**src/common/nes_pkg.sv**
```systemverilog
// Constants, command codes and register map of the NOR erase/suspend sequencer
package nes_pkg;

	// ==========================================================
	// Clock and device bus timing
	localparam int CLK_PERIOD_PS = 5000;
	localparam int T_SETUP_NS    = 10;
	localparam int T_PULSE_NS    = 40;
	localparam int T_HOLD_NS     = 20;
	localparam int SETUP_CYC     = (T_SETUP_NS * 1000 + CLK_PERIOD_PS - 1) / CLK_PERIOD_PS;
	localparam int PULSE_CYC     = (T_PULSE_NS * 1000 + CLK_PERIOD_PS - 1) / CLK_PERIOD_PS;
	localparam int HOLD_CYC      = (T_HOLD_NS * 1000 + CLK_PERIOD_PS - 1) / CLK_PERIOD_PS;
	localparam int CNT_W         = 4;

	// ==========================================================
	// Device command codes
	localparam logic [7:0] CMD_UNLOCK1 = 8'haa;
	localparam logic [7:0] CMD_UNLOCK2 = 8'h55;
	localparam logic [7:0] CMD_ERASE   = 8'h80;
	localparam logic [7:0] CMD_CHIP    = 8'h10;
	localparam logic [7:0] CMD_BLOCK   = 8'h30;
	localparam logic [7:0] CMD_RESUME  = 8'h30;
	localparam logic [7:0] CMD_SUSPEND = 8'hb0;
	localparam logic [7:0] CMD_RESET   = 8'hf0;
	localparam logic [7:0] CMD_AUTOSEL = 8'h90;
	localparam logic [7:0] CMD_BYP_BUF = 8'h25;
	localparam logic [7:0] CMD_NONE    = 8'h00;

	// Unlock cycle addresses
	localparam logic [11:0] UNLOCK1_ADDR = 12'h555;
	localparam logic [11:0] UNLOCK2_ADDR = 12'h2aa;

	// Address select of a sequence step
	localparam logic [1:0] SEL_U1  = 2'h0;
	localparam logic [1:0] SEL_U2  = 2'h1;
	localparam logic [1:0] SEL_TGT = 2'h2;

	// Polling bits of the status byte
	localparam int POLL_DONE_BIT   = 7;
	localparam int POLL_TOGGLE_BIT = 6;
	localparam int POLL_TIMER_BIT  = 3;

	// ==========================================================
	// Controller operations
	localparam logic [3:0] OP_RESET      = 4'h0;
	localparam logic [3:0] OP_CHIP       = 4'h1;
	localparam logic [3:0] OP_BLOCK      = 4'h2;
	localparam logic [3:0] OP_ADD_BLOCK  = 4'h3;
	localparam logic [3:0] OP_ERASE_SUSP = 4'h4;
	localparam logic [3:0] OP_PROG_SUSP  = 4'h5;
	localparam logic [3:0] OP_PROG_RES   = 4'h6;
	localparam logic [3:0] OP_AUTOSEL    = 4'h7;
	localparam logic [3:0] OP_POLL       = 4'h8;
	localparam logic [3:0] OP_READ       = 4'h9;
	localparam logic [3:0] OP_BYP_BUF    = 4'ha;
	localparam logic [3:0] OP_MAX        = 4'ha;

	// Sequence lengths
	localparam logic [2:0] LEN_FULL    = 3'h6;
	localparam logic [2:0] LEN_BYPASS  = 3'h2;
	localparam logic [2:0] LEN_AUTOSEL = 3'h3;
	localparam logic [2:0] LEN_POLL    = 3'h2;
	localparam logic [2:0] LEN_ONE     = 3'h1;

	// ==========================================================
	// Register map (word index) and fields
	localparam logic [3:0] REG_CTRL   = 4'h0;
	localparam logic [3:0] REG_ADDR   = 4'h1;
	localparam logic [3:0] REG_CMD    = 4'h2;
	localparam logic [3:0] REG_STATUS = 4'h3;
	localparam logic [3:0] REG_DATA   = 4'h4;

	localparam int CTRL_VHH    = 0;
	localparam int CTRL_UNPROT = 1;
	localparam int CTRL_BYPASS = 2;
	localparam int CTRL_W      = 3;
	localparam logic [CTRL_W-1:0] CTRL_RESET = 3'h0;

	typedef enum logic [1:0] {
		NES_M_IDLE  = 2'b00,
		NES_M_ISSUE = 2'b01,
		NES_M_WAIT  = 2'b10
	} nes_main_e;

	typedef enum logic [1:0] {
		NES_C_IDLE  = 2'b00,
		NES_C_SETUP = 2'b01,
		NES_C_PULSE = 2'b10,
		NES_C_HOLD  = 2'b11
	} nes_cyc_e;

endpackage : nes_pkg

```
**src/logic/nes_bus_cycle.sv**
```systemverilog
// One asynchronous device bus cycle, write or read, with setup, pulse and hold
`timescale 1ns/1ps
module nes_bus_cycle import nes_pkg::*; #(
	parameter int AW = 24
) (
	// Clock and reset
	input  wire logic          clock,
	input  wire logic          srst,
	// Request
	input  wire logic          start,
	input  wire logic          is_read,
	input  wire logic [AW-1:0] addr_in,
	input  wire logic [7:0]    data_in,
	output logic               done,
	output logic [7:0]         rdata,
	// Device pins
	output logic [AW-1:0]      flash_addr,
	output logic [7:0]         flash_dq_out,
	output logic               flash_dq_oe,
	input  wire logic [7:0]    flash_dq_in,
	output logic               flash_ce_n,
	output logic               flash_we_n,
	output logic               flash_oe_n
);

	nes_cyc_e         state_reg;
	logic [CNT_W-1:0] cnt_reg;
	logic             rd_reg;
	wire              last_cnt = (cnt_reg == CNT_W'(1));

	// ==========================================================
	// Cycle sequencer
	always_ff @(posedge clock) begin
		if (srst) begin
			state_reg    <= NES_C_IDLE;
			cnt_reg      <= '0;
			rd_reg       <= 1'b0;
			done         <= 1'b0;
			rdata        <= '0;
			flash_addr   <= '0;
			flash_dq_out <= '0;
			flash_dq_oe  <= 1'b0;
			flash_ce_n   <= 1'b1;
			flash_we_n   <= 1'b1;
			flash_oe_n   <= 1'b1;
		end else begin
			done <= 1'b0;
			unique case (state_reg)
				NES_C_IDLE: if (start) begin
					state_reg    <= NES_C_SETUP;
					cnt_reg      <= CNT_W'(SETUP_CYC);
					rd_reg       <= is_read;
					flash_addr   <= addr_in;
					flash_dq_out <= data_in;
					flash_dq_oe  <= !is_read;
					flash_ce_n   <= 1'b0;
				end
				NES_C_SETUP: if (last_cnt) begin
					state_reg  <= NES_C_PULSE;
					cnt_reg    <= CNT_W'(PULSE_CYC);
					flash_we_n <= rd_reg;
					flash_oe_n <= !rd_reg;
				end else begin
					cnt_reg <= cnt_reg - CNT_W'(1);
				end
				NES_C_PULSE: if (last_cnt) begin
					state_reg  <= NES_C_HOLD;
					cnt_reg    <= CNT_W'(HOLD_CYC);
					flash_we_n <= 1'b1;
					flash_oe_n <= 1'b1;
					if (rd_reg) begin
						rdata <= flash_dq_in;
					end
				end else begin
					cnt_reg <= cnt_reg - CNT_W'(1);
				end
				NES_C_HOLD: if (last_cnt) begin
					state_reg   <= NES_C_IDLE;
					flash_ce_n  <= 1'b1;
					flash_dq_oe <= 1'b0;
					done        <= 1'b1;
				end else begin
					cnt_reg <= cnt_reg - CNT_W'(1);
				end
			endcase
		end
	end

endmodule : nes_bus_cycle

```
**src/logic/nes_seq_ctrl.sv**
```systemverilog
// Host controller issuing erase, suspend, resume and polling sequences to a NOR flash
// What the datasheet requires of the host and the device
// RULE1: Device lets reads proceed outside suspended areas during nested program suspend.
// RULE2: Device accepts identification reads while program is suspended, then returns.
// RULE3: Host leaves program suspend by writing resume code 30h.
// RULE4: Device ignores repeated resume; host may suspend again after resuming.
// RULE5: Host judges progress from completion and toggle poll bits. The code uses only the toggle bit and never tests POLL_DONE_BIT.
// RULE6: Elevated voltage puts device in bypass mode, enabling bypass buffered program.
// RULE7: Dropping elevated voltage after the operation returns device to normal mode.
// RULE8: Host raises elevated voltage only after blocks are confirmed unprotected.
// RULE9: Full chip erase is six write cycles ending with 10h.
// RULE10: Device skips protected blocks during chip erase, without error.
// RULE11: Chip erase ignores every command; host refuses suspends meanwhile.
// RULE12: After a failed erase the host issues read/reset to clear it.
// RULE13: Chip erase leaves unprotected blocks all ones.
// RULE14: Bypass chip erase is two write cycles.
// RULE15: Block erase is six cycles; more blocks by repeating the sixth.
// RULE16: Other commands in the timeout window abort; timer flag shows expiry.
// RULE17: Each added block restarts the timeout; none accepted after start.
// RULE18: After the sixth block erase cycle reads return the status byte.
// RULE19: Device skips protected blocks in a block erase list.
// RULE20: Block erase accepts only suspend, and reset inside the window.
// RULE21: Bypass block erase is two cycles; repeat the second to add blocks.
// RULE22: Erase suspend is B0h to any address, one write cycle.
//
// The strobed register port and the register addresses are this design's own decisions.
`timescale 1ns/1ps
module nes_seq_ctrl import nes_pkg::*; #(
	parameter int FLASH_AW = 24
) (
	// Clock and reset
	input  wire logic                clock,
	input  wire logic                srst,
	// Register port
	input  wire logic [3:0]          reg_addr,
	input  wire logic [31:0]         reg_wdata,
	input  wire logic                reg_wr,
	input  wire logic                reg_rd,
	output logic [31:0]              reg_rdata,
	// Device pins
	output logic [FLASH_AW-1:0]      flash_addr,
	output logic [7:0]               flash_dq_out,
	output logic                     flash_dq_oe,
	input  wire logic [7:0]          flash_dq_in,
	output logic                     flash_ce_n,
	output logic                     flash_we_n,
	output logic                     flash_oe_n,
	output logic                     elevated_program_voltage
);

	// ==========================================================
	// Sequence tables
	function automatic logic [10:0] seq_word(input logic [3:0] op, input logic [2:0] step,
			input logic byp);
		logic [2:0] idx;
		logic       erase_op;
		logic       long_op;
		logic [7:0] fin;
		erase_op = (op == OP_CHIP) || (op == OP_BLOCK);
		long_op  = erase_op || (op == OP_AUTOSEL);
		idx      = (byp && erase_op) ? ((step == 3'h0) ? 3'h2 : 3'h5) : step;
		unique case (op)
			OP_CHIP:      fin = CMD_CHIP;
			OP_BLOCK:     fin = CMD_BLOCK;
			OP_ADD_BLOCK: fin = CMD_BLOCK;
			OP_ERASE_SUSP, OP_PROG_SUSP: fin = CMD_SUSPEND;
			OP_PROG_RES:  fin = CMD_RESUME;
			OP_AUTOSEL:   fin = CMD_AUTOSEL;
			OP_BYP_BUF:   fin = CMD_BYP_BUF;
			OP_POLL, OP_READ: fin = CMD_NONE;
			default:      fin = CMD_RESET;
		endcase
		if ((op == OP_POLL) || (op == OP_READ)) seq_word = {SEL_TGT, 1'b1, CMD_NONE};
		else if (long_op && (idx == 3'h0 || idx == 3'h3)) seq_word = {SEL_U1, 1'b0, CMD_UNLOCK1};
		else if (long_op && (idx == 3'h1 || idx == 3'h4)) seq_word = {SEL_U2, 1'b0, CMD_UNLOCK2};
		else if (erase_op && idx == 3'h2) seq_word = {SEL_U1, 1'b0, CMD_ERASE};
		else if (op == OP_CHIP || op == OP_AUTOSEL) seq_word = {SEL_U1, 1'b0, fin};
		else seq_word = {SEL_TGT, 1'b0, fin};
	endfunction : seq_word

	function automatic logic [2:0] seq_len(input logic [3:0] op, input logic byp);
		if (op == OP_CHIP || op == OP_BLOCK) seq_len = byp ? LEN_BYPASS : LEN_FULL;
		else if (op == OP_AUTOSEL) seq_len = LEN_AUTOSEL;
		else if (op == OP_POLL) seq_len = LEN_POLL;
		else seq_len = LEN_ONE;
	endfunction : seq_len

	// ==========================================================
	// State
	nes_main_e            m_state_reg;
	logic [CTRL_W-1:0]    ctrl_reg;
	logic [FLASH_AW-1:0]  addr_reg;
	logic [3:0]           op_reg;
	logic [2:0]           step_reg;
	logic [2:0]           issued_cnt;
	logic                 byp_lat_reg;
	logic                 refused_reg;
	logic                 chip_active_reg;
	logic                 prog_susp_reg;
	logic                 toggling_reg;
	logic                 timer_flag_reg;
	logic [7:0]           first_poll_reg;
	logic [7:0]           poll_byte_reg;
	logic                 vhh_reg;
	logic                 cyc_done;
	logic [7:0]           cyc_rdata;

	// ==========================================================
	// Decode
	wire        busy        = (m_state_reg != NES_M_IDLE);
	wire        bypass_on   = ctrl_reg[CTRL_BYPASS] | vhh_reg;               // RULE6 RULE7
	wire        cmd_wr      = reg_wr && (reg_addr == REG_CMD);
	wire [3:0]  new_op      = reg_wdata[3:0];
	wire        susp_op     = (new_op == OP_ERASE_SUSP) || (new_op == OP_PROG_SUSP)
	                          || (new_op == OP_ADD_BLOCK);
	wire        refuse      = busy || (new_op > OP_MAX)
	                          || (chip_active_reg && susp_op)                 // RULE11
	                          || ((new_op == OP_BYP_BUF) && !bypass_on);      // RULE6
	wire        accept      = cmd_wr && !refuse;
	wire [10:0] cur_word    = seq_word(op_reg, step_reg, byp_lat_reg);
	wire [2:0]  cur_len     = seq_len(op_reg, byp_lat_reg);
	wire        cyc_start   = (m_state_reg == NES_M_ISSUE);
	wire        last_step   = (step_reg + 3'h1 == cur_len);
	wire        fin         = (m_state_reg == NES_M_WAIT) && cyc_done && last_step;
	wire [7:0]  cyc_wdata   = cur_word[7:0];
	wire        cyc_is_read = cur_word[8];
	wire [FLASH_AW-1:0] cyc_addr = (cur_word[10:9] == SEL_U1) ? FLASH_AW'(UNLOCK1_ADDR) :
	                               (cur_word[10:9] == SEL_U2) ? FLASH_AW'(UNLOCK2_ADDR) :
	                               addr_reg;
	wire        vhh_next    = busy ? vhh_reg
	                               : (ctrl_reg[CTRL_VHH] & ctrl_reg[CTRL_UNPROT]); // RULE8
	wire [31:0] status_word = {16'h0000, poll_byte_reg, timer_flag_reg, toggling_reg,
	                           prog_susp_reg, chip_active_reg, vhh_reg, bypass_on,
	                           refused_reg, busy};
	wire [31:0] rd_mux      = (reg_addr == REG_CTRL)   ? 32'(ctrl_reg) :
	                          (reg_addr == REG_ADDR)   ? 32'(addr_reg) :
	                          (reg_addr == REG_CMD)    ? 32'(op_reg) :
	                          (reg_addr == REG_STATUS) ? status_word :
	                          (reg_addr == REG_DATA)   ? 32'(poll_byte_reg) : 32'h00000000;
	wire        poll_second = (op_reg == OP_POLL) && (step_reg == 3'h1);
	wire        toggle_now  = first_poll_reg[POLL_TOGGLE_BIT] ^ cyc_rdata[POLL_TOGGLE_BIT];

	// ==========================================================
	// Register port
	always_ff @(posedge clock) begin
		if (srst) begin
			ctrl_reg    <= CTRL_RESET;
			addr_reg    <= '0;
			reg_rdata   <= '0;
			refused_reg <= 1'b0;
			vhh_reg     <= 1'b0;
		end else begin
			if (reg_wr && reg_addr == REG_CTRL) ctrl_reg <= reg_wdata[CTRL_W-1:0];
			if (reg_wr && reg_addr == REG_ADDR) addr_reg <= reg_wdata[FLASH_AW-1:0];
			if (cmd_wr) refused_reg <= refuse;
			reg_rdata <= reg_rd ? rd_mux : 32'h00000000;
			vhh_reg   <= vhh_next;
		end
	end

	// ==========================================================
	// Sequence engine
	always_ff @(posedge clock) begin
		if (srst) begin
			m_state_reg <= NES_M_IDLE;
			op_reg      <= OP_RESET;
			step_reg    <= '0;
			issued_cnt  <= '0;
			byp_lat_reg <= 1'b0;
		end else begin
			unique case (m_state_reg)
				NES_M_IDLE: if (accept) begin
					m_state_reg <= NES_M_ISSUE;
					op_reg      <= new_op;
					step_reg    <= '0;
					issued_cnt  <= '0;
					byp_lat_reg <= bypass_on;                             // RULE14 RULE21
				end
				NES_M_ISSUE: m_state_reg <= NES_M_WAIT;
				NES_M_WAIT: if (cyc_done) begin
					issued_cnt  <= issued_cnt + 3'h1;
					step_reg    <= step_reg + 3'h1;
					m_state_reg <= last_step ? NES_M_IDLE : NES_M_ISSUE;  // RULE9 RULE15
				end
				default: m_state_reg <= NES_M_IDLE;
			endcase
		end
	end

	// ==========================================================
	// Tracked device state and polling results
	always_ff @(posedge clock) begin
		if (srst) begin
			chip_active_reg <= 1'b0;
			prog_susp_reg   <= 1'b0;
			toggling_reg    <= 1'b0;
			timer_flag_reg  <= 1'b0;
			first_poll_reg  <= '0;
			poll_byte_reg   <= '0;
		end else begin
			if (fin && op_reg == OP_CHIP) chip_active_reg <= 1'b1;        // RULE11
			else if (fin && poll_second && !toggle_now) chip_active_reg <= 1'b0;
			else if (fin && op_reg == OP_RESET) chip_active_reg <= 1'b0;  // RULE12
			if (fin && op_reg == OP_PROG_SUSP) prog_susp_reg <= 1'b1;
			else if (fin && op_reg == OP_PROG_RES) prog_susp_reg <= 1'b0; // RULE3 RULE4
			if (m_state_reg == NES_M_WAIT && cyc_done && cyc_is_read) begin
				poll_byte_reg <= cyc_rdata;
				if (!poll_second) first_poll_reg <= cyc_rdata;
			end
			if (fin && poll_second) begin
				toggling_reg   <= toggle_now;                             // RULE5
				timer_flag_reg <= cyc_rdata[POLL_TIMER_BIT];              // RULE16
			end
		end
	end

	assign elevated_program_voltage = vhh_reg;

	nes_bus_cycle #(
		.AW (FLASH_AW)
	) u_cycle (
		.clock        (clock),
		.srst         (srst),
		.start        (cyc_start),
		.is_read      (cyc_is_read),
		.addr_in      (cyc_addr),
		.data_in      (cyc_wdata),
		.done         (cyc_done),
		.rdata        (cyc_rdata),
		.flash_addr   (flash_addr),
		.flash_dq_out (flash_dq_out),
		.flash_dq_oe  (flash_dq_oe),
		.flash_dq_in  (flash_dq_in),
		.flash_ce_n   (flash_ce_n),
		.flash_we_n   (flash_we_n),
		.flash_oe_n   (flash_oe_n)
	);
endmodule : nes_seq_ctrl
```
**config.mk**
```make
export PLATFORM = sky130hd
export DESIGN_NAME = nes_seq_ctrl
export DESIGN_NICKNAME = d
export VERILOG_FILES = /design/src/common/nes_pkg.sv /design/src/logic/nes_bus_cycle.sv /design/src/logic/nes_seq_ctrl.sv
export SDC_FILE = /design/constraint.sdc
export NUM_CORES = 1
export LEC_CHECK = 0
export BUFFER_PORTS_ARGS = -buffer_cell sky130_fd_sc_hd__buf_2
export CAP_MARGIN = 10
export CORE_ASPECT_RATIO = 0.75
export CORE_UTILIZATION = 49
export DETAILED_ROUTE_END_ITERATION = 8
export PLACE_DENSITY = 0.78
export SYNTH_ARGS = -nofsm -noshare
export SYNTH_HDL_FRONTEND = slang
export SYNTH_SLANG_ARGS = --single-unit
```
**constraint.sdc**
```tcl
create_clock -name clock -period 2.4 [get_ports clock]
set_clock_uncertainty 0.1 [all_clocks]
set_input_delay 0.12 -clock clock [delete_from_list [all_inputs] [get_ports clock]]
set_output_delay 0.12 -clock clock [all_outputs]
set_load 0.02 [all_outputs]
```
Word level (Yosys, flattened, before mapping)
Memories as Yosys holds them, arrays and structs flattened. A register that Yosys moved wholly into a read port is not among the register bits.
Cells that the tools add are included.
{"block": "totals", "regBits": 142, "mem_bits_ro": 96, "inputBits": 48, "output_inout_bits": 69, "word_cells": 189, "n_memories": 1}
{"block": "classes", "addsub": 2, "order_cmp": 1, "n_eq_ne": 35, "muxes": 53, "bitwise_logic": 6, "reduce_logical": 63}
{"name": "(name not given)", "words": 16, "width": 6, "rd": 1, "rd_ports_with_merged_regs": 1, "wr": 0, "line_no": "nes_seq_ctrl.sv:62", "text": "unique case (op)"}
{"cell": "$mux 24", "n": 3}
{"cell": "$mux 11", "n": 5}
{"cell": "$mux 16", "n": 2}
{"cell": "$eq 4x3->1 const B", "n": 6}
{"cell": "$mux 4", "n": 6}
{"cell": "$mux 3", "n": 7}
{"cell": "$logic_and 1x1->1", "n": 20}
{"cell": "$eq 4x2->1 const B", "n": 4}
{"cell": "$mux 2", "n": 8}
{"cell": "$pmux 4 s4", "n": 1}
{"cell": "$mux 1", "n": 13}
{"cell": "$eq 4x1->1 const B", "n": 3}
{"cell": "$eq 4x4->1 const B", "n": 3}
{"cell": "$reduce_and 3->1", "n": 4}
{"cell": "$logic_or 1x1->1", "n": 11}
{"cell": "$reduce_and 2->1", "n": 5}
{"cell": "$reduce_bool 2->1", "n": 5}
{"cell": "$logic_not 4->1", "n": 2}
{"cell": "$mux 8", "n": 1}
{"cell": "$ne 2x1->1 const B", "n": 4}
{"cell": "$pmux 1 s2", "n": 4}
{"cell": "$pmux 2 s4", "n": 1}
{"cell": "$eq 2x1->1 const B", "n": 3}
{"cell": "$eq 2x2->1 const B", "n": 3}
{"cell": "22 further kinds", "n": 36}

Logic depth before layout (Yosys ltp)
Gate-level depths: netlist of run 1.
{"block": "logic_depth", "depth_word": 13, "ltp_mapped": 10, "mapped_depth_nobuf": 8}

Hierarchy
From an unflattened synthesis of run 1, not the netlist that was laid out.
{"block": "unflattened", "cells_unflattened": 770, "area_unflattened_um2": 6194.7}
{"mod": "nes_seq_ctrl", "instances": 1, "cells_each": 509, "area_each_um2": 4046.4, "seq_area_each_um2": 1621.6}
{"mod": "nes_bus_cycle", "instances": 1, "cells_each": 261, "area_each_um2": 2148.3, "seq_area_each_um2": 1041.0}

Worst setup path before layout of run 1
No wires, ideal clock.
{"block": "synth_timing", "kind": "register -> register", "from": "register step_reg[0]", "to": "register toggling_reg", "setup_time_ns": 0.070, "t_arrival_ns": 2.021, "required_time_ns": 2.230, "slack_ns": 0.209, "path_stages_with_launch": 8, "path_buffers": 1, "synth_period_minus_slack_ns": 2.191, "cell_sequence": "dfxtp_1 > clkbuf_1 > inv_1 > ha_1 > nor4_1 > o2111ai_2 > or2_0 > a21oi_1"}
{"block": "synth_between", "elab_chain_len": 4, "word_cells_on_any_way": 6, "classes_between": "1 x add/sub; 2 x eq/ne; 3 x reduce/logical"}
{"item": "start, declared", "line_no": "nes_seq_ctrl.sv:94", "text": "logic [2:0] step_reg;"}
{"item": "start signal, assigned", "line_no": "nes_seq_ctrl.sv:182", "text": "step_reg <= step_reg + 3'h1;"}
{"item": "$add 3x1->3", "line_no": "nes_seq_ctrl.sv:123", "text": "wire last_step = (step_reg + 3'h1 == cur_len);"}
{"item": "$eq 3x3->1", "line_no": "nes_seq_ctrl.sv:123"}
{"item": "$logic_and 1x1->1", "line_no": "nes_seq_ctrl.sv:124", "text": "wire fin = (m_state_reg == NES_M_WAIT) && cyc_done && last_step;"}
{"item": "$logic_and 1x1->1 *", "line_no": "nes_seq_ctrl.sv:210", "text": "if (fin && poll_second) begin"}
{"item": "end signal, assigned", "line_no": "nes_seq_ctrl.sv:211", "text": "toggling_reg <= toggle_now;"}
{"item": "end, declared", "line_no": "nes_seq_ctrl.sv:100", "text": "logic toggling_reg;"}
Every way passes the cells marked *; elsewhere a longest branch is shown, timed or not.
A chain may end at the register's enable or synchronous reset.

Worst setup path after layout of run 1
{"block": "layout_timing", "from": "register op_reg[3]", "to": "register u_cycle.flash_addr[3]"}
{"block": "layout_between", "elab_chain_len": 13, "word_cells_on_any_way": 30, "classes_between": "10 x eq/ne; 8 x mux; 12 x reduce/logical"}
{"item": "start, declared", "line_no": "nes_seq_ctrl.sv:93", "text": "logic [3:0] op_reg;"}
{"item": "start signal, assigned", "line_no": "nes_seq_ctrl.sv:174", "text": "op_reg <= new_op;"}
{"item": "$eq 4x1->1 or $eq 4x2->1 (tied branches)", "line_no": "nes_seq_ctrl.sv:59, nes_seq_ctrl.sv:77"}
{"item": "$logic_or 1x1->1", "line_no": "nes_seq_ctrl.sv:59", "text": "erase_op = (op == OP_CHIP) || (op == OP_BLOCK);"}
{"item": "$logic_and 1x1->1", "line_no": "nes_seq_ctrl.sv:61", "text": "idx = (byp && erase_op) ? ((step == 3'h0) ? 3'h2 : 3'h5) : step;"}
{"item": "$mux 3", "line_no": "nes_seq_ctrl.sv:61"}
{"item": "$eq 3x2->1 (tied with other cells)", "line_no": "nes_seq_ctrl.sv:76", "text": "else if (erase_op && idx == 3'h2) seq_word = {SEL_U1, 1'b0, CMD_ERASE};"}
{"item": "$logic_and 1x1->1 or $logic_or 1x1->1 (tied branches)", "line_no": "nes_seq_ctrl.sv:76, nes_seq_ctrl.sv:75"}
{"item": "$mux 11 or $logic_and 1x1->1 (tied branches)", "line_no": "nes_seq_ctrl.sv:76, nes_seq_ctrl.sv:75"}
{"item": "$mux 11", "line_no": "nes_seq_ctrl.sv:75", "text": "else if (long_op && (idx == 3'h1 || idx == 3'h4)) seq_word = {SEL_U2, 1'b0, CMD_UNLOCK2};"}
{"item": "$mux 11", "line_no": "nes_seq_ctrl.sv:74", "text": "else if (long_op && (idx == 3'h0 || idx == 3'h3)) seq_word = {SEL_U1, 1'b0, CMD_UNLOCK1};"}
{"item": "$mux 11 *", "line_no": "nes_seq_ctrl.sv:73", "text": "if ((op == OP_POLL) || (op == OP_READ)) seq_word = {SEL_TGT, 1'b1, CMD_NONE};"}
{"item": "$eq 2x1->1", "line_no": "nes_seq_ctrl.sv:128", "text": "(cur_word[10:9] == SEL_U2) ? FLASH_AW'(UNLOCK2_ADDR) :"}
{"item": "$mux 24", "line_no": "nes_seq_ctrl.sv:128"}
{"item": "$mux 24 *", "line_no": "nes_seq_ctrl.sv:127", "text": "wire [FLASH_AW-1:0] cyc_addr = (cur_word[10:9] == SEL_U1) ? FLASH_AW'(UNLOCK1_ADDR) :"}
{"item": "end signal, assigned", "line_no": "nes_bus_cycle.sv:53", "text": "flash_addr <= addr_in;"}
{"item": "end, declared", "line_no": "nes_bus_cycle.sv:17", "text": "output logic [AW-1:0] flash_addr,"}
Marks and branches as above.

==> results.ini, run 1 <==
[run_status]
status=completed

[logic_synthesis]
seq_area_frac_synth_pct=47.6
syn-cell-area_sq_mm=0.00551
synth.top_cell.area_share_pct=47.6
synth_area_leader_cell=dfxtp_1
ys.warnings.count=0
synthArstFlopShare_pct=0
synth_area_per_cell_sq_um=8.34
synth_cell_types=61
ys.flop_type=dfxtp_1
synth-seq-cells=131
synth_edf_count=0
yosys-top-cells-area=dfxtp_1 (48%), nand2_1 (7.3%), a21oi_1 (7.2%)
syn_inst=661

[critical_path]
path_class=reg2reg
cp_max_fo=18
crit_path_start_kind=flop
crit_path_end_kind=flop
required_ps=2600
crit_arrival_ps=2480

[timing]
relSlewSlack_pct=41.2
finalCritPeriodShare_pct=95.1
worst_pin_slew_ps=880
hold_viol_final=0
rsz0062_at_grt=false
setup_viol=0
layout_setup_ws_ps=118
final_max_slew_viol_count=0
max_freq_ghz=0.438
hold_slack_ps=49.5
fin_crit_ps=2280
fin_tns_setup_ps=0

[hold_path]
hold_path.class=in2reg

[routing]
drt_iter0_drc=611
wl_microns=16000
num_vias=5434
drcViolationCount=0
drtAntennaViolNets=0
first_pass_iters=6
wl_per_cell_microns=16.8
vias_per_cell=5.71

[placement]
place_congestion=0.893
dp_cells=884
dp_slack_ps=55.8
dp_hpwl_microns=10800
numPortBuffers=100

[floorplan]
core-area_sq_mm=0.0109
start_util_pct=50.4
placementRows=33
io_pins=117
die_area_sq_mm=0.0117
die_w_microns=124
die_h_microns=93.8

[cts]
path_clk_slew_ps=60
htreeDepth=4
cts_buffer_depth=2
clkLatencyLatePin_ps=410
clock-sinks=131
cts_tree=built
root_buffer=clkbuf_16
cts_buffers=17
postCtsSetupBuffers=0

[grt]
grt_max_degree=78
grt_pass1_vias=5047
grtUsageTotal_pct=27.7
overflow=0
antenna_found_initial=0
grt_pass1_wl_microns=25300

[job]
cap_violations=0

[cells_and_area]
final_net_count=856
diodes=0
final_cells=952
syn2layout_area_growth_pct=30.6
drive_above_1_share_pct=20.4

[pwr]
powerDensity_mw_per_mm2=742
leakagePower_uw=0.00293
ir_drop_mv=0.461

metal layers:
metal / up-vias / global-route usage [%] / routed length [microns]
li1: 2546 / - / -
met1: 2559 / 36.7 / 7090
met2: 292 / 44.4 / 7240
met3: 37 / 5.81 / 1310
met4: 0 / 10.8 / 346
met5: - / 0 / 0
synth_stat cells, types with 4 or more instances:
library cell  number
nand2_1          107
mux2i_1           15
a21oi_1           79
ha_1               9
inv_1             15
and2_1            15
a221o_1            5
a22o_1            13
nand3_1            9
o21ai_0           19
xnor2_1            4
nor2_1            76
buf_4             10
buf_2              7
dfxtp_1          131
clkbuf_1          31
o21ai_1           12
or3_1              8
nand2b_1           5
a31oi_1            5
nor3_1            11
a22oi_1           15
o211ai_1           6
layout make-up:
class / instances / area, sq um
Clock inverter: 12 / 155
Clock buffer: 20 / 467
Fill cell: 830 / 3740
Timing Repair Buffer: 161 / 1070
Tap cell: 140 / 175
Sequential cell: 131 / 2630
Inverter: 15 / 56.3
Multi-Input combinational cell: 473 / 2650
logic make-up (layout without fill, tap and decap cells):
| family | Yosys count | in the layout | synth area share [%] |
|---|---|---|---|
| multiplexers | 16 | 16 | 2.93 |
| adder cells (fa/ha/maj) | 9 | 9 | 2.04 |
| buffers and inverters | 64 | 208 | 5.20 |
| flip-flops | 131 | 131 | 47.6 |
| AO/OA/AOI/OAI | 178 | 178 | 20.3 |
| AND/OR/NAND/NOR | 255 | 255 | 20.8 |
| other | 1 | 8 | 0.0681 |
| XOR/XNOR | 7 | 7 | 1.11 |
per-stage QoR:
stage | power, uW | utilization [%] | instance area (sq um)
finish | 5340 | 65.8 | 7200
floorplan | 2520 | - | 5540
CTS | 5330 | 65.6 | 7180
global route | 5490 | 65.8 | 7200
global placement | 2620 | 56.6 | 6190
detailed placement | 2640 | 56.6 | 6190
timing repair:
item	CTS	global route
gates resized for setup	0	5
hold buffers	36	0
endpoints found under the hold margin	42	0
endpoints found under the setup margin	0	22
cell usage in the layout, fill, tap and decap left out, types with 15 or more instances in the layout:
master	count
dfxtp_1	129
nor2_1	76
buf_4	23
clkbuf_16	17
mux2i_1	15
a22oi_1	15
a21oi_1	79
and2_1	15
buf_2	100
o21ai_0	19
nand2_1	107
inv_1	15
dlygate4sd3_1	36
critical path: stages, from the launching register on:
cell,delay [ps]
dfxtp_1,360
buf_4,200
or3_1,460
a211oi_2,270
a211o_1,240
nor3_4,60
buf_12,190
a221o_1,290
where the power goes:
group / switching, uW / internal (uW) / leakage, uW
combinational: 258 / 167 / 0.00158
clock: 971 / 1720 / 0.000302
sequential: 24.6 / 2200 / 0.00106
total: 1250 / 4090 / 0.00293
worst paths after layout:
check | slack, ps | start | cells past startpoint | to
max | 120 | op_reg[3] | 7 | u_cycle.flash_addr[3]
max reg2reg | 120 | op_reg[3] | 7 | u_cycle.flash_addr[3]
min | 50 | reg_addr[3] | 4 | reg_rdata[4]
min reg2reg | 350 | u_cycle.flash_addr[4] | 2 | u_cycle.flash_addr[4]
Power figures use the tool's default switching activity.
==> run 2, diff against run 1 <==
--- a/config.mk
+++ b/config.mk
@@ -8,9 +8,10 @@
 export BUFFER_PORTS_ARGS = -buffer_cell sky130_fd_sc_hd__buf_2
 export CAP_MARGIN = 10
 export CORE_ASPECT_RATIO = 0.75
-export CORE_UTILIZATION = 49
+export CORE_UTILIZATION = 50
 export DETAILED_ROUTE_END_ITERATION = 8
-export PLACE_DENSITY = 0.78
+export PLACE_DENSITY = 0.76
+export SLEW_MARGIN = 15
 export SYNTH_ARGS = -nofsm -noshare
 export SYNTH_HDL_FRONTEND = slang
 export SYNTH_SLANG_ARGS = --single-unit
==> constraint.sdc (replaced) <==
create_clock -name clock -period 2.9 [get_ports clock]
set_clock_uncertainty 0.1 [all_clocks]
set_input_delay 0.145 -clock clock [delete_from_list [all_inputs] [get_ports clock]]
set_output_delay 0.145 -clock clock [all_outputs]
set_load 0.02 [all_outputs]
==> run 2 against run 1 <==
  * First-iteration DRC count fell by 12%
  * Combinational power fell by 21%
  * Routed wire length fell by 4.2%
  * Die area fell by 2.0%
  * Global-route usage rose by 0.25 points
  * Via count fell by 2.7%
  * Largest cell class unchanged
  * Total power fell by 19%
  * Core utilization rose by 0.96 points
  * Sequential share of layout area rose by 0.99 points
  * Worst setup slack improved by 220 ps
  * Flip-flop and latch count did not move
==> results.ini, run 2 (synthesis gave the netlist of run 1 again) <==
[floorplan]
die_area_sq_mm=0.0114  ; was 0.0117 sq mm
core-area_sq_mm=0.0105  ; was 0.0109 sq mm
placementRows=32  ; was 33
io_pins=117  ; unchanged
start_util_pct=52.5  ; was 50.4%
die_w_microns=123  ; was 124 microns
die_h_microns=92.9  ; was 93.8 microns

[routing]
num_vias=5287  ; was 5434
drcViolationCount=0  ; unchanged
wl_per_cell_microns=16.4  ; was 16.8 microns
vias_per_cell=5.67  ; was 5.71
first_pass_iters=5  ; was 6
wl_microns=15300  ; was 16000 microns
drtAntennaViolNets=0  ; unchanged
drt_iter0_drc=540  ; was 611

[cts]
cts_buffers=17  ; unchanged
clock-sinks=131  ; unchanged
htreeDepth=4  ; unchanged
path_clk_slew_ps=60  ; about the same
clkLatencyLatePin_ps=420  ; was 410 ps
cts_buffer_depth=2  ; unchanged
postCtsSetupBuffers=0  ; unchanged
root_buffer=clkbuf_16  ; unchanged
cts_tree=built  ; unchanged
ctsResizeCount=0  ; unchanged

[critical_path]
crit_path_end_kind=flop  ; unchanged
crit_path_start_kind=flop  ; unchanged
required_ps=3140  ; was 2600 ps
path_class=reg2reg  ; unchanged
cp_max_fo=17  ; was 18
crit_arrival_ps=2810  ; was 2480 ps
rrSetupSlack_ps=330  ; was 120 ps

[timing]
rsz0062_at_grt=false  ; unchanged
fin_crit_ps=2570  ; was 2280 ps
hold_slack_ps=17.2  ; was 49.5 ps
max_freq_ghz=0.390  ; was 0.438 GHz
hold_viol_final=0  ; unchanged
fin_tns_setup_ps=0  ; unchanged
final_max_slew_viol_count=0  ; unchanged
worst_pin_slew_ps=1030  ; was 880 ps
finalCritPeriodShare_pct=88.5  ; was 95.1%
setup_viol=0  ; unchanged
relSlewSlack_pct=31.2  ; was 41.2%

[pwr]
powerDensity_mw_per_mm2=616  ; was 742 mW/mm^2
ir_drop_mv=0.406  ; was 0.461 mV
power_uw=4310  ; was 5340 uW
leakagePower_uw=0.00283  ; was 0.00293 uW

[grt]
grt_max_degree=54  ; was 78
grt_pass1_vias=4826  ; was 5047
antenna_found_initial=0  ; unchanged
grtUsageTotal_pct=28.0  ; was 27.7%
grt_pass1_wl_microns=24600  ; was 25300 microns
overflow=0  ; unchanged

[cells_and_area]
multi_input_area_sq_mm=0.00263  ; was 0.00265 sq mm
final_common_cell=dfxtp_1  ; unchanged
diodes=0  ; unchanged
regArea_sq_mm=0.00262  ; was 0.00263 sq mm
drive_above_1_share_pct=18.8  ; was 20.4%
final_cell_mix=dfxtp_1 (131), nand2_1 (107), buf_2 (100)  ; was dfxtp_1 (129), nand2_1 (107), buf_2 (100)
syn2layout_area_growth_pct=27.0  ; was 30.6%
final_net_count=841  ; was 856
nFillCells=852  ; was 830

[placement]
dp_hpwl_microns=10500  ; was 10800 microns
numPortBuffers=100  ; unchanged
place_congestion=0.884  ; was 0.893

[run_status]
status=completed  ; unchanged

[hold_path]
hold_path.class=in2reg  ; unchanged

[job]
cap_violations=0  ; unchanged

[run 2: area by class of cell]
class	instances	area share [%]
Clock buffer	18	6.27
Sequential cell	131	37.5
Timing Repair Buffer	146	13.3
Inverter	15	0.804
Tap cell	136	2.43
Multi-Input combinational cell	473	37.5
Clock inverter	14	2.20
[run 2: report_power, final]
group / leakage [uW] / switching, uW / internal, uW
clock network: 0.000283 / 839 / 1300
logic: 0.00149 / 204 / 130
registers: 0.00106 / 19.9 / 1820
total: 0.00283 / 1060 / 3250
[run 2: critical path, cell delays in order (launching register included)]
cell and delay (ps):
dfxtp_1 660, or4b_1 520, and2_1 190, a221oi_2 440
o2111ai_2 210, or2_0 250, a21oi_1 120
[run 2: metal layers]
metal  wire length, microns  part of all wire (%)  global-route usage (%)  vias up
met5                      0                     0                       0        -
met2                   6840                    45                    41.3      223
li1                       -                     -                       -     2519
met3                   1170                   7.6                    5.91       29
met4                    252                   1.6                    10.0        0
met1                   7050                    46                    39.8     2516
[run 2: path summary, 6_finish.rpt]
path	start	end	cells after the start
min	reg_addr[3]	reg_rdata[6]	4
min reg2reg	u_cycle.flash_addr[8]	u_cycle.flash_addr[8]	2
max	op_reg[3]	toggling_reg	6
max reg2reg	op_reg[3]	toggling_reg	6
[run 2: per-stage QoR]
| stage | std cells | utilization, % | cell area, sq um | worst slack [ps] |
|---|---|---|---|---|
| global route | 933 | 66.7 | 7000 | 198 |
| global placement | 867 | 57.8 | 6070 | 483 |
| floorplan | 668 | - | 5540 | 709 |
| detailed placement | 867 | 57.8 | 6070 | 391 |
| CTS | 933 | 66.7 | 7000 | 394 |
| finish | 933 | 66.7 | 7000 | 333 |
[run 2: repair_timing]
item / CTS / global route
hold buffers: 34 / 0
endpoints found under the hold margin: 37 / 0
endpoints found under the setup margin: 0 / 0
==> run 3, diff against run 2 <==
--- a/config.mk
+++ b/config.mk
@@ -8,9 +8,10 @@
 export BUFFER_PORTS_ARGS = -buffer_cell sky130_fd_sc_hd__buf_2
 export CAP_MARGIN = 10
 export CORE_ASPECT_RATIO = 0.75
-export CORE_UTILIZATION = 50
+export CORE_UTILIZATION = 55
+export CTS_CLUSTER_DIAMETER = 120
 export DETAILED_ROUTE_END_ITERATION = 8
-export PLACE_DENSITY = 0.76
+export PLACE_DENSITY = 0.82
 export SLEW_MARGIN = 15
 export SYNTH_ARGS = -nofsm -noshare
 export SYNTH_HDL_FRONTEND = slang
==> run 3 against run 2 <==
  * Worst setup slack lost 100 ps
  * Die area down 8.9%
  * Routed wire length down 0.27%
  * Largest cell class unchanged
  * Largest power group unchanged
==> results.ini, run 3 (synthesis gave the netlist of run 1 again) <==
[run_status]
status=completed  ; unchanged

[placement]
dp_hpwl_microns=10200  ; was 10500 microns
dpl-instance-area_sq_mm=0.00602  ; was 0.00607 sq mm
place_congestion=0.928  ; was 0.884
numPortBuffers=100  ; unchanged
dp_cells=858  ; was 867
dp_slack_ps=307  ; was 391 ps

[grt]
overflow=0  ; unchanged
grtUsageTotal_pct=29.8  ; was 28.0%
antenna_found_initial=0  ; unchanged
grt_pass1_wl_microns=24100  ; was 24600 microns
grt_pass1_vias=4730  ; was 4826
grt_max_degree=78  ; was 54

[cells_and_area]
regArea_sq_mm=0.00262  ; unchanged
syn2layout_area_growth_pct=25.4  ; was 27.0%
fin_area_sq_mm=0.00691  ; was 0.00700 sq mm
final_cells=924  ; was 933
multi_input_area_sq_mm=0.00263  ; unchanged
nFillCells=740  ; was 852
diodes=0  ; unchanged
drive_above_1_share_pct=18.2  ; was 18.8%
final_net_count=836  ; was 841
final_common_cell=dfxtp_1  ; unchanged
final_cell_mix=dfxtp_1 (131), nand2_1 (107), buf_2 (100)  ; unchanged

[pwr]
ir_drop_mv=0.538  ; was 0.406 mV
power_frac_comb_pct=8.1  ; was 7.7%
powerDensity_mw_per_mm2=601  ; was 616 mW/mm^2
leakagePower_uw=0.00278  ; was 0.00283 uW
swShare_pct=24.8  ; was 24.7%
internal-power_uw=3120  ; was 3250 uW
p_seq_share_pct=44.5  ; was 42.7%
p_clk_share_pct=47.4  ; was 49.5%
switching_power_uw=1030  ; was 1060 uW
power_uw=4150  ; was 4310 uW

[hold_path]
hold_path.class=in2reg  ; unchanged

[timing]
hold_viol_final=0  ; unchanged
rsz0062_at_grt=false  ; unchanged
worst_pin_slew_ps=1000  ; was 1030 ps
final_max_slew_viol_count=0  ; unchanged
relSlewSlack_pct=33.1  ; was 31.2%
layout_setup_ws_ps=232  ; was 333 ps
fin_tns_setup_ps=0  ; unchanged
max_freq_ghz=0.375  ; was 0.390 GHz
finalCritPeriodShare_pct=92.0  ; was 88.5%
setup_viol=0  ; unchanged
fin_crit_ps=2670  ; was 2570 ps

[critical_path]
path_cells=xnor2_1, or3_1, a211oi_1, a211o_1, nor3_4, a221o_1  ; was or4b_1, and2_1, a221oi_2, o2111ai_2, or2_0, a21oi_1
crit_path_start_kind=flop  ; unchanged
critPathMaxStageDelay_ps=560  ; was 660 ps
required_ps=3090  ; was 3140 ps
crit_family=compound AO/OA/AOI/OAI gates  ; was simple AND/OR/NAND/NOR gates
crit_slowest_cell=dfxtp_1  ; unchanged
crit_arrival_ps=2860  ; was 2810 ps
critPathBufInv=0  ; unchanged
cp_max_fo=18  ; was 17
crit_path_end_kind=flop  ; unchanged
path_class=reg2reg  ; unchanged

[floorplan]
io_pins=117  ; unchanged
placementRows=31  ; was 32
die_area_sq_mm=0.0104  ; was 0.0114 sq mm
core-area_sq_mm=0.00970  ; was 0.0105 sq mm
die_h_microns=88.7  ; was 92.9 microns
die_w_microns=118  ; was 123 microns
start_util_pct=56.8  ; was 52.5%

[cts]
clock-sinks=131  ; unchanged
clkLatencyLatePin_ps=410  ; was 420 ps
cts_buffers=17  ; unchanged
cts_buffer_depth=2  ; unchanged
path_clk_slew_ps=60  ; about the same
htreeDepth=4  ; unchanged
postCtsSetupBuffers=0  ; unchanged
cts_tree=built  ; unchanged
root_buffer=clkbuf_16  ; unchanged

[routing]
first_pass_iters=7  ; was 5
drcViolationCount=0  ; unchanged
wl_microns=15300  ; about the same
met1_length_microns=6750  ; was 7050 microns
num_vias=5341  ; was 5287
route.met3.wl_microns=1350  ; was 1170 microns
wl_per_cell_microns=16.5  ; was 16.4 microns
drt_iter0_drc=548  ; was 540
drtAntennaViolNets=0  ; unchanged
wl_met2_microns=6950  ; was 6840 microns
vias_per_cell=5.78  ; was 5.67
top_layer_used=met4  ; unchanged

[job]
cap_violations=0  ; unchanged

==> run 3: cell types whose count changed in the layout (fill, tap and decap cells not counted), sizes merged <==
cell and delta:
bufinv -1, clkinvlp +2, inv -2, clkinv +1, buf -5
==> run 3: path summary, 6_finish.rpt <==
check,to,slack [ps],from,depth (start not counted)
worst min-delay path,u_cycle.flash_ce_n,50,srst,4
worst min register to register,u_cycle.flash_dq_out[6],350,u_cycle.flash_dq_out[6],2
worst max-delay path,u_cycle.flash_addr[3],230,op_reg[1],6
worst max register to register,u_cycle.flash_addr[3],230,op_reg[1],6
==> run 3: through the flow <==
stage          hold slack (ps)  util [%]
2_1_floorplan              181         -
3_5_place_dp               293      62.1
6_report                  51.3      71.3
4_1_cts                   34.8      71.3
3_3_place_gp               279      62.1
5_1_grt                   58.9      71.3
==> run 3: layout make-up <==
| class | instances | share of cell area (%) |
|---|---|---|
| Multi-Input combinational cell | 473 | 38.0 |
| Sequential cell | 131 | 38.0 |
| Timing Repair Buffer | 141 | 12.9 |
| Clock buffer | 18 | 6.21 |
| Tap cell | 132 | 2.39 |
| Clock inverter | 14 | 1.67 |
| Inverter | 15 | 0.815 |
==> run 3: worst min-delay path, stage by stage <==
cell	delay, ps
buf_2	100
inv_1	40
buf_4	180
nand2_1	70
==> run 3: what timing repair did <==
item / in CTS / in global routing
hold buffers: 34 / 0
resized for setup: 0 / 0
hold endpoints to repair: 38 / 0
==> run 3: power by group through the flow <==
stage / sequential (uW) / clock, uW / combinational, uW
after detailed placement: 1880 / 0 / 286
after global routing: 1850 / 2060 / 369
after global placement: 1880 / 0 / 273
after floorplan: 1880 / 0 / 203
after CTS: 1840 / 1970 / 329
final: 1850 / 1970 / 338
==> run 3: per-layer routing <==
metal | global-route usage, % | vias up
li1 | - | 2520
met1 | 41.1 | 2538
met2 | 47.1 | 260
met3 | 6.44 | 23
met4 | 9.44 | 0
met5 | 0 | -
